<file path="src/rtl/hb_pwm_pkg.sv">
// constants for the half-bridge pwm output stage with shutdown and dead-band
package hb_pwm_pkg;
    // ------------------------------------------------------------
    // register byte offsets
    // ------------------------------------------------------------
    localparam logic [7:0] OFS_SHUTDOWN_CONFIG = 8'h00;
    localparam logic [7:0] OFS_DEADBAND_RESTART = 8'h04;
    localparam logic [7:0] OFS_PWM_CONTROL = 8'h08;
    localparam logic [7:0] OFS_PERIOD_LIMIT = 8'h0C;
    localparam logic [7:0] OFS_DUTY = 8'h10;
    localparam logic [7:0] OFS_STATUS = 8'h14;
    // ------------------------------------------------------------
    // field positions
    // ------------------------------------------------------------
    localparam int EVENT_FLAG_BIT = 7;
    localparam int SOURCE_LSB = 4;
    localparam int PIN_A_STATE_LSB = 2;
    localparam int PIN_B_STATE_LSB = 0;
    localparam int RESTART_BIT = 7;
    localparam int CTL_ENABLE_BIT = 0;
    localparam int CTL_MODE_LSB = 1;
    localparam int CTL_POL_A_BIT = 3;
    localparam int CTL_POL_B_BIT = 4;
    localparam int CTL_DRV_A_BIT = 5;
    localparam int CTL_DRV_B_BIT = 6;
    localparam int CTL_SYNC_BIT = 7;
    localparam int CTL_SLEEP_BIT = 8;
    // ------------------------------------------------------------
    // reset values
    // ------------------------------------------------------------
    localparam logic [7:0] SHUTDOWN_CONFIG_RESET = 8'h00;
    localparam logic [7:0] DEADBAND_RESTART_RESET = 8'h00;
    localparam logic [8:0] PWM_CONTROL_RESET = 9'h000;
    localparam logic [7:0] PERIOD_LIMIT_RESET = 8'hFF;
    localparam logic [7:0] DUTY_RESET = 8'h00;
    // ------------------------------------------------------------
    // timing: one instruction cycle is four oscillator periods
    // ------------------------------------------------------------
    localparam int INSTR_CYCLE_CLOCKS = 4;
    // ------------------------------------------------------------
    // encodings
    // ------------------------------------------------------------
    localparam logic [1:0] MODE_SINGLE = 2'h0;
    localparam logic [1:0] MODE_HALF_BRIDGE = 2'h2;
    localparam logic [1:0] SAFE_LOW = 2'h0;
    localparam logic [1:0] SAFE_HIGH = 2'h1;
    typedef enum logic [1:0] {
        RUN_ACTIVE = 2'b00,
        RUN_SHUTDOWN = 2'b01,
        RUN_WAIT_PERIOD = 2'b10
    } run_state_t;
endpackage : hb_pwm_pkg

</file>
<file path="src/rtl/deadband_delay.sv">
// one dead-band delay lane: delays rising edges only
`timescale 1ns/1ps
module deadband_delay (
    // clock and reset
    input wire logic pclk,
    input wire logic presetn,
    // control
    input wire logic hold,
    input wire logic [6:0] count,
    input wire logic tick,
    input wire logic raw,
    // result
    output logic delayed
);
    import hb_pwm_pkg::*;

    logic [6:0] remaining;
    logic raw_q;
    wire rise = raw && !raw_q;
    wire expired = (remaining == 7'h00);

    always_ff @(posedge pclk or negedge presetn) begin
        if (!presetn) begin
            remaining <= 7'h00;
            raw_q <= 1'b0;
            delayed <= 1'b0;
        end else if (!hold) begin
            raw_q <= raw;
            if (!raw) begin
                delayed <= 1'b0; // falls at once
            end else if (rise) begin
                remaining <= count; // restart at each scheduled rise
                delayed <= (count == 7'h00);
            end else if (!expired && tick) begin
                remaining <= remaining - 7'h01;
            end else if (expired) begin
                // one clock after expiry, so a rise lags by whole units plus one clock; a fall does not lag
                delayed <= 1'b1;
            end
        end
    end

    a_fall_immediate: assert property (@(posedge pclk) disable iff (!presetn)
        (!hold && !raw) |=> !delayed) else $error("delayed output did not fall");
endmodule : deadband_delay

</file>
<file path="src/rtl/hb_pwm_shutdown.sv">
// half-bridge pwm output stage with auto-shutdown, restart and dead-band
// ------------------------------------------------------------
// ------------------------------------------------------------
//
// Implementation choices: the APB slave port and the register addresses.
`timescale 1ns/1ps
module hb_pwm_shutdown (
    // clock and reset
    input wire logic pclk,
    input wire logic presetn,
    // apb slave
    input wire logic psel,
    input wire logic penable,
    input wire logic pwrite,
    input wire logic [7:0] paddr,
    input wire logic [31:0] pwdata,
    output logic [31:0] prdata,
    output logic pready,
    output logic pslverr,
    // shutdown sources and the comparator sync tick
    input wire logic int_pin,
    input wire logic comparator_out,
    input wire logic aux_timer_tick,
    // pwm pins
    output logic pwm_out_a,
    output logic pwm_out_a_oe,
    output logic pwm_out_b,
    output logic pwm_out_b_oe,
    // status
    output logic period_timer_flag
);
    import hb_pwm_pkg::*;

    // ------------------------------------------------------------
    // registers
    // ------------------------------------------------------------
    logic [7:0] shutdown_config_register;
    logic [7:0] deadband_restart_control;
    logic [8:0] pwm_control_word;
    logic [7:0] period_limit;
    logic [7:0] duty;
    logic [7:0] period_timer;
    logic [1:0] prescale;
    logic [1:0] periods_seen;
    logic shutdown_event_flag;
    run_state_t run_state;
    logic int_s1, int_s2, cmp_s1, cmp_s2, cmp_q, tick_s1, tick_s2;
    logic cmp_pending;

    // ------------------------------------------------------------
    // field decode
    // ------------------------------------------------------------
    wire [2:0] shutdown_source_select = shutdown_config_register[SOURCE_LSB +: 3];
    wire [1:0] pin_a_shutdown_state = shutdown_config_register[PIN_A_STATE_LSB +: 2];
    wire [1:0] pin_b_shutdown_state = shutdown_config_register[PIN_B_STATE_LSB +: 2];
    wire auto_restart_enable = deadband_restart_control[RESTART_BIT];
    wire [6:0] deadband_count = deadband_restart_control[6:0];
    wire pwm_enable = pwm_control_word[CTL_ENABLE_BIT];
    wire [1:0] output_mode_select = pwm_control_word[CTL_MODE_LSB +: 2];
    wire [1:0] output_polarity_select = {pwm_control_word[CTL_POL_B_BIT],
                                         pwm_control_word[CTL_POL_A_BIT]};
    wire drive_a = pwm_control_word[CTL_DRV_A_BIT];
    wire drive_b = pwm_control_word[CTL_DRV_B_BIT];
    wire comparator_sync_enable = pwm_control_word[CTL_SYNC_BIT];
    wire sleep = pwm_control_word[CTL_SLEEP_BIT];
    wire half_bridge = (output_mode_select == MODE_HALF_BRIDGE);

    // ------------------------------------------------------------
    // shutdown condition
    // ------------------------------------------------------------
    wire use_cmp = shutdown_source_select[0];
    wire use_pin = shutdown_source_select[2];
    wire cmp_change = (cmp_s2 != cmp_q);
    wire cmp_event = comparator_sync_enable ? (cmp_pending && tick_s2) : cmp_change;
    wire hw_condition = (use_pin && !int_s2) || (use_cmp && cmp_event);
    // raw pin level also acts without a clock for the forced outputs
    wire async_pin_off = use_pin && !int_pin;

    // ------------------------------------------------------------
    // apb decode
    // ------------------------------------------------------------
    wire access = psel && penable;
    wire wr = access && pwrite;
    wire addr_ok = (paddr == OFS_SHUTDOWN_CONFIG) || (paddr == OFS_DEADBAND_RESTART)
                || (paddr == OFS_PWM_CONTROL) || (paddr == OFS_PERIOD_LIMIT)
                || (paddr == OFS_DUTY) || (paddr == OFS_STATUS);
    wire wr_cfg = wr && (paddr == OFS_SHUTDOWN_CONFIG);
    wire sw_flag_set = wr_cfg && pwdata[EVENT_FLAG_BIT] && !hw_condition;
    wire sw_flag_clear = wr_cfg && !pwdata[EVENT_FLAG_BIT] && !hw_condition;
    wire clear_ok = !auto_restart_enable && sw_flag_clear;
    wire auto_clear = auto_restart_enable && !hw_condition && shutdown_event_flag;

    logic [31:0] next_prdata;
    always_comb begin
        next_prdata = 32'h0000_0000;
        case (paddr)
            OFS_SHUTDOWN_CONFIG: next_prdata = {24'h000000, shutdown_event_flag,
                                                shutdown_config_register[6:0]};
            OFS_DEADBAND_RESTART: next_prdata = {24'h000000, deadband_restart_control};
            OFS_PWM_CONTROL: next_prdata = {23'h000000, pwm_control_word};
            OFS_PERIOD_LIMIT: next_prdata = {24'h000000, period_limit};
            OFS_DUTY: next_prdata = {24'h000000, duty};
            OFS_STATUS: next_prdata = {22'h000000, run_state, period_timer};
            default: next_prdata = 32'h0000_0000;
        endcase
    end

    always_ff @(posedge pclk or negedge presetn) begin
        if (!presetn) begin
            prdata <= 32'h0000_0000;
            pready <= 1'b0;
            pslverr <= 1'b0;
        end else begin
            pready <= psel && !penable;
            pslverr <= psel && !penable && !addr_ok;
            prdata <= (psel && !penable && !pwrite) ? next_prdata : 32'h0000_0000;
        end
    end

    // writes take effect at the access edge where pready is high
    wire wr_done = wr && pready;

    always_ff @(posedge pclk or negedge presetn) begin
        if (!presetn) begin
            shutdown_config_register <= SHUTDOWN_CONFIG_RESET;
            deadband_restart_control <= DEADBAND_RESTART_RESET;
            pwm_control_word <= PWM_CONTROL_RESET;
            period_limit <= PERIOD_LIMIT_RESET;
            duty <= DUTY_RESET;
        end else if (wr_done) begin
            case (paddr)
                OFS_SHUTDOWN_CONFIG: shutdown_config_register <= pwdata[7:0];
                OFS_DEADBAND_RESTART: deadband_restart_control <= pwdata[7:0];
                OFS_PWM_CONTROL: pwm_control_word <= pwdata[8:0];
                OFS_PERIOD_LIMIT: period_limit <= pwdata[7:0];
                OFS_DUTY: duty <= pwdata[7:0];
                default: ;
            endcase
        end
    end

    // ------------------------------------------------------------
    // synchronisers and shutdown flag
    // ------------------------------------------------------------
    always_ff @(posedge pclk or negedge presetn) begin
        if (!presetn) begin
            int_s1 <= 1'b1;
            int_s2 <= 1'b1;
            cmp_s1 <= 1'b0;
            cmp_s2 <= 1'b0;
            cmp_q <= 1'b0;
            tick_s1 <= 1'b0;
            tick_s2 <= 1'b0;
            cmp_pending <= 1'b0;
        end else begin
            int_s1 <= int_pin;
            int_s2 <= int_s1;
            cmp_s1 <= comparator_out;
            cmp_s2 <= cmp_s1;
            cmp_q <= cmp_s2;
            tick_s1 <= aux_timer_tick;
            tick_s2 <= tick_s1;
            if (cmp_change && comparator_sync_enable) begin
                cmp_pending <= 1'b1;
            end else if (tick_s2 || !comparator_sync_enable) begin
                cmp_pending <= 1'b0;
            end
        end
    end

    always_ff @(posedge pclk or negedge presetn) begin
        if (!presetn) begin
            shutdown_event_flag <= 1'b0;
        end else if (hw_condition || (wr_done && sw_flag_set)) begin
            shutdown_event_flag <= 1'b1; // set beats clear
        end else if ((wr_done && clear_ok) || auto_clear) begin
            shutdown_event_flag <= 1'b0;
        end
    end

    // ------------------------------------------------------------
    // period timer; sleep freezes the registers below while pwm is enabled
    // ------------------------------------------------------------
    wire tcy_tick = (prescale == 2'(INSTR_CYCLE_CLOCKS - 1));
    wire period_end = tcy_tick && (period_timer == period_limit);

    always_ff @(posedge pclk or negedge presetn) begin
        if (!presetn) begin
            prescale <= 2'h0;
            period_timer <= 8'h00;
            periods_seen <= 2'h0;
            period_timer_flag <= 1'b0;
        end else if (!sleep && pwm_enable) begin
            prescale <= prescale + 2'h1;
            if (tcy_tick) begin
                period_timer <= period_end ? 8'h00 : period_timer + 8'h01;
            end
            if (period_end && periods_seen != 2'h2) begin
                periods_seen <= periods_seen + 2'h1;
            end
            // first end marks the second period start
            period_timer_flag <= period_end || period_timer_flag;
        end else if (!pwm_enable) begin
            prescale <= 2'h0;
            period_timer <= 8'h00;
            periods_seen <= 2'h0;
            period_timer_flag <= 1'b0;
        end
    end

    // ------------------------------------------------------------
    // run state: shutdown and wait for next period
    // ------------------------------------------------------------
    run_state_t next_run_state;
    always_comb begin
        case (run_state)
            RUN_ACTIVE: next_run_state = shutdown_event_flag ? RUN_SHUTDOWN : RUN_ACTIVE;
            RUN_SHUTDOWN: next_run_state = shutdown_event_flag ? RUN_SHUTDOWN
                                                               : RUN_WAIT_PERIOD;
            RUN_WAIT_PERIOD: next_run_state = shutdown_event_flag ? RUN_SHUTDOWN
                                            : (period_end ? RUN_ACTIVE : RUN_WAIT_PERIOD);
            default: next_run_state = RUN_SHUTDOWN;
        endcase
    end

    always_ff @(posedge pclk or negedge presetn) begin
        if (!presetn) begin
            run_state <= RUN_WAIT_PERIOD;
        end else if (!sleep) begin
            run_state <= next_run_state; // resume only at period start
        end
    end

    // ------------------------------------------------------------
    // waveform, dead-band and pins
    // ------------------------------------------------------------
    wire raw_pwm = (period_timer < duty) && (run_state == RUN_ACTIVE);
    wire raw_a = raw_pwm;
    wire raw_b = half_bridge ? (!raw_pwm && run_state == RUN_ACTIVE) : raw_pwm;
    wire use_deadband = half_bridge;
    logic dly_a, dly_b;

    // long dead-band simply never expires within the period
    deadband_delay u_delay_a (
        .pclk(pclk),
        .presetn(presetn),
        .hold(sleep),
        .count(use_deadband ? deadband_count : 7'h00),
        .tick(tcy_tick),
        .raw(raw_a),
        .delayed(dly_a)
    );
    deadband_delay u_delay_b (
        .pclk(pclk),
        .presetn(presetn),
        .hold(sleep),
        .count(use_deadband ? deadband_count : 7'h00),
        .tick(tcy_tick),
        .raw(raw_b),
        .delayed(dly_b)
    );

    logic act_a, act_b, oe_a, oe_b;
    always_ff @(posedge pclk or negedge presetn) begin
        if (!presetn) begin
            act_a <= 1'b0;
            act_b <= 1'b0;
            oe_a <= 1'b0; // pins released after reset
            oe_b <= 1'b0;
        end else if (!sleep) begin
            act_a <= dly_a ^ output_polarity_select[0];
            act_b <= dly_b ^ output_polarity_select[1];
            oe_a <= drive_a && pwm_enable;
            oe_b <= drive_b && pwm_enable;
        end
    end

    // forced path bypasses the clock so a pin fault acts at once
    wire forced = shutdown_event_flag || async_pin_off;
    always_comb begin
        pwm_out_a = act_a;
        pwm_out_a_oe = oe_a;
        pwm_out_b = act_b;
        pwm_out_b_oe = oe_b;
        if (forced && oe_a) begin
            pwm_out_a = (pin_a_shutdown_state == SAFE_HIGH);
            pwm_out_a_oe = !pin_a_shutdown_state[1];
        end
        if (forced && oe_b) begin
            pwm_out_b = (pin_b_shutdown_state == SAFE_HIGH);
            pwm_out_b_oe = !pin_b_shutdown_state[1];
        end
    end

    // ------------------------------------------------------------
    // checks
    // ------------------------------------------------------------
    a_hw_sets_flag: assert property (@(posedge pclk) disable iff (!presetn)
        hw_condition |=> shutdown_event_flag) else $error("flag not set");
    a_set_beats_clear: assert property (@(posedge pclk) disable iff (!presetn)
        (hw_condition && wr_done && wr_cfg) |=> shutdown_event_flag)
        else $error("clear won over set");
    a_write_ignored: assert property (@(posedge pclk) disable iff (!presetn)
        (shutdown_event_flag && hw_condition) |=> shutdown_event_flag)
        else $error("flag dropped under condition");
    a_auto_restart: assert property (@(posedge pclk) disable iff (!presetn)
        (auto_clear && !(wr_done && sw_flag_set)) |=> !shutdown_event_flag)
        else $error("auto restart missed");
    a_shutdown_pin_a: assert property (@(posedge pclk) disable iff (!presetn)
        (shutdown_event_flag && oe_a && pin_a_shutdown_state == SAFE_LOW)
        |-> (pwm_out_a_oe && !pwm_out_a)) else $error("pin a not safe");
    a_shutdown_pin_b: assert property (@(posedge pclk) disable iff (!presetn)
        (shutdown_event_flag && oe_b && pin_b_shutdown_state[1]) |-> !pwm_out_b_oe)
        else $error("pin b not released");
    a_resume_period: assert property (@(posedge pclk) disable iff (!presetn)
        (run_state == RUN_WAIT_PERIOD && !period_end && !sleep) |=> run_state != RUN_ACTIVE)
        else $error("resumed mid period");
    a_sleep_freeze: assert property (@(posedge pclk) disable iff (!presetn)
        (sleep && $past(sleep)) |-> $stable(period_timer)) else $error("timer ran");
    c_shutdown: cover property (@(posedge pclk) disable iff (!presetn)
        $rose(shutdown_event_flag));
    c_restart: cover property (@(posedge pclk) disable iff (!presetn)
        run_state == RUN_WAIT_PERIOD ##1 run_state == RUN_ACTIVE);
    c_half_bridge: cover property (@(posedge pclk) disable iff (!presetn)
        half_bridge && $rose(dly_b));
endmodule : hb_pwm_shutdown

</file>
<file path="config.mk">
export PLATFORM = sky130hd
export DESIGN_NAME = hb_pwm_shutdown
export DESIGN_NICKNAME = d
export VERILOG_FILES = /design/src/rtl/hb_pwm_pkg.sv /design/src/rtl/deadband_delay.sv /design/src/rtl/hb_pwm_shutdown.sv
export SDC_FILE = /design/constraint.sdc
export NUM_CORES = 1
export LEC_CHECK = 0
export CORE_AREA = 8 8 111 113
export DETAILED_ROUTE_END_ITERATION = 10
export DIE_AREA = 0 0 119 121
export DONT_BUFFER_PORTS = 1
export GPL_TIMING_DRIVEN = 0
export HOLD_SLACK_MARGIN = 0.05
export PLACE_DENSITY = 0.62
export SLEW_MARGIN = 10
export SYNTH_ARGS = -nofsm -noshare
export SYNTH_HDL_FRONTEND = slang
export SYNTH_HIERARCHICAL = 1
export SYNTH_SLANG_ARGS = --single-unit
</file>
<file path="constraint.sdc">
create_clock -name pclk -period 3.1 [get_ports pclk]
set_input_delay 0.62 -clock pclk [delete_from_list [all_inputs] [get_ports pclk]]
set_output_delay 0.62 -clock pclk [all_outputs]
set_load 0.03 [all_outputs]
</file>
==> metrics.csv <==
metric,value,unit
buffers added on ports,0,
wire length of the first global-routing pass,20500,um
synth warn,6,
# nets final,569,
Internal Power,1.85,mW
Site Rows,38,
Clock Skews,0.0138,ns
share of the synthesized area in the top cell type,41.0,%
ANT cells,0,
Top-Level Pins,87,
Pwr per Cell Area,419,nW/um^2
HP Class,in2async,
fmax,348,MHz
Die ar.,14400,um^2
final hold vios,0,
Leakage,2.65,nW
Clock Sinks,96,
setup violators final,0,
H-tree depth,3,
Vias,3683,
vias in the first global route,3658,
"EDFF count, synth",0,
Tot GR Track Use,18.0,%
Clock Power Share,41.1,%
"most common cell after layout, fill and taps aside",dfrtp_1,
outcome,"finished, final reports clean",
GP Congestion,0.818,
number of max-cap violations,0,
Synth Instances,476,
largest net degree at the start of global routing,86,
Synth Flop Type,dfrtp_1,
Flop pwr share,52.8,%
clock transition at the registers of the reported paths,0.10,ns
Starting Density,48.9,%
VDD IR max,207,uV
Pre-Repair DR Iteration Count,4,
minimum clock period,2.87,ns
GRT overflow,0,
crit path cell chain,"ha_1, a211oi_1, o21ai_0, a41oi_2, xnor2_1, nor3_2, buf_4, nor2b_4, o221ai_2, o21ai_0, o31ai_1",
unrepaired setup endpoints after global routing,false,
CP Capture Type,flop,
Unique masters post-synth,61,
DRT Wirelength,12600,um
CP dominant cell by count,o21ai_0,
"Seq/Total Area, Yosys",46.6,%
Critical Path Start Type,flop,
top post-synthesis cells by area,"dfrtp_1, dfstp_2, mux2_4",
largest area contributor in the netlist,dfrtp_1,
ratio of cells with drive above 1 in the final layout,22.9,%
Die Height,121,um
Max Buffers Root-to-Sink,2,
"Cell Area, Synth",5190,um^2
CTS Buf Count,9,
"Slowest-stage cell, CP",dfrtp_1,
crit path max fanout,10,
die width,119,um
Gate power share,6.1,%
clock latency on the worst-skew pair,0.37,ns
Final Power,2.41,mW
CP max stage delay,0.47,ns
CTS root buf,clkbuf_8,
Routed Antenna Nets,0,
slew margin rel.,27.6,%
P_sw,0.561,mW
Critical Path AT,3.12,ns
Hold Slack,0.0896,ns
core box area,10600,um^2
drt wl/cell,19.2,um
CTS tree,built,
Tcrit/Tclk final,92.6,%
pin slew with the least headroom to its limit,1.08,ns
Crit Path Class,reg2reg,
initial antenna violation count,0,
syn_area_per_cell,10.9,um^2
post-synthesis register bit count,96,
vias per inst,5.62,
share of synthesized registers carrying an async set or reset,100,%
Filler cells,936,
DRC Markers,0,
Final Max Slew Viols,0,
hpwl dp,9060,um
WP data required,3.35,ns
most frequent cells in the layout,"dfrtp_1, nor2_1, nand2_1",
Iter 0 DRT Violations,286,
Net Sw Frac,23.3,%
Syn-to-layout area delta,10.9,%
[synthesized netlist by cell type (4+ instances only)]
cell type / number
buf_4: 24
nor2b_1: 8
xnor2_1: 10
o21a_1: 4
mux2_1: 6
a221oi_1: 4
nand4_1: 7
and2_1: 8
mux2_2: 20
a2bb2oi_1: 5
dfstp_2: 11
a22oi_1: 4
a21oi_1: 12
clkbuf_1: 7
nor4_1: 4
mux2_4: 17
xor2_1: 9
o21ai_0: 25
nand2_1: 31
nor2_1: 39
inv_1: 19
nand2b_1: 6
dfrtp_1: 85
o22a_1: 8
nand3_1: 14
nor3_1: 9
mux4_2: 4
mux2i_1: 5
ha_1: 11
a31oi_1: 6
[critical path, delay by kind of cell (launching register included)]
family                   cells  cell delay (ns)
adder cells (fa/ha/maj)      1             0.32
AO/OA/AOI/OAI                6             1.28
AND/OR/NAND/NOR              2             0.39
XOR/XNOR                     1             0.13
buffers and inverters        1             0.15
flip-flops                   1             0.47
[cells by family (layout without fill, tap and decap cells)]
logic type                 after synthesis  count (layout)  synth area share, %
and+or+nand+nor                        154             154                 16.7
other                                    1              22               0.0723
xor gates and xnor gates                19              19                 3.21
adders and majority gates               11              11                 2.65
AOI/OAI and AO/OA                       89              89                 11.8
DFF                                     96              96                 46.6
muxes                                   52              52                 13.3
buffers and inverters                   54              72                 5.71
[stage by stage]
step                utilization (%)  cells  setup WS, ns  setup TNS, ns  area (um^2)
global route                   54.3    655       0.00912              0         5760
global placement               51.3    637       -0.0823         -0.193         5440
finish                         54.3    655         0.229              0         5760
floorplan                         -    497         0.573              0         5270
detailed placement             51.3    637       -0.0968         -0.271         5440
CTS                            54.0    654         0.112              0         5730
[power groups by stage]
| stage | Combinational (mW) | Clock [mW] | Sequential, mW |
|---|---|---|---|
| after floorplan | 0.107 | 0 | 1.30 |
| after global placement | 0.117 | 0 | 1.30 |
| after detailed placement | 0.119 | 0 | 1.30 |
| after CTS | 0.145 | 1.01 | 1.27 |
| after global routing | 0.161 | 1.06 | 1.28 |
| final | 0.146 | 0.992 | 1.27 |
[what timing repair did]
| action | CTS | global route |
|---|---|---|
| hold buffers | 1 | 0 |
| setup endpoints to repair | 11 | 14 |
| resized for setup | 4 | 5 |
| setup buffers | 0 | 1 |
| pin swaps | 0 | 1 |
| endpoints found under the hold margin | 85 | 0 |
[path summary, 6_finish.rpt]
| kind | endpoint | startpoint | slack [ns] | depth (start not counted) |
|---|---|---|---|---|
| max reg2reg | u_delay_b/remaining[0] | period_timer[2] | 0.23 | 11 |
| min | period_limit[6] | presetn | 0.09 | 0 |
| max | u_delay_b/remaining[0] | period_timer[2] | 0.23 | 11 |
| max in group asynchronous | u_delay_a/remaining[5] | presetn | 2.59 | 1 |
| min in group pclk | int_s1 | int_pin | 0.24 | 0 |
| min reg2reg | cmp_s2 | cmp_s1 | 0.36 | 0 |
[layer usage]
metal | vias to the layer above | wire, um | GRT usage [%] | share of wire, %
li1 | 1742 | - | - | -
met1 | 1848 | 6010 | 25.3 | 48
met2 | 80 | 5690 | 26.7 | 45
met3 | 13 | 654 | 3.96 | 5.2
met4 | 0 | 205 | 6.72 | 1.6
met5 | - | 0 | 0 | 0
[registers in the layout, indices dropped and copies added (netlist names), 8 cells and up]
register / count
prdata: 10
pwm_control_word: 9
deadband_restart_control: 8
duty: 8
period_limit: 8
period_timer: 8
[layout make-up]
class                      count  area, um^2  area share (%)
tap                          140         175            3.04
clock buffer                   9         124            2.15
buffer                        35         226            3.93
clock inverter                 7         118            2.04
sequential                    96        2420            42.0
timing repair buffer           2        35.0           0.609
inverter                      19        71.3            1.24
multi-input combinational    347        2590            45.0
(Power assumes the default switching activity.)
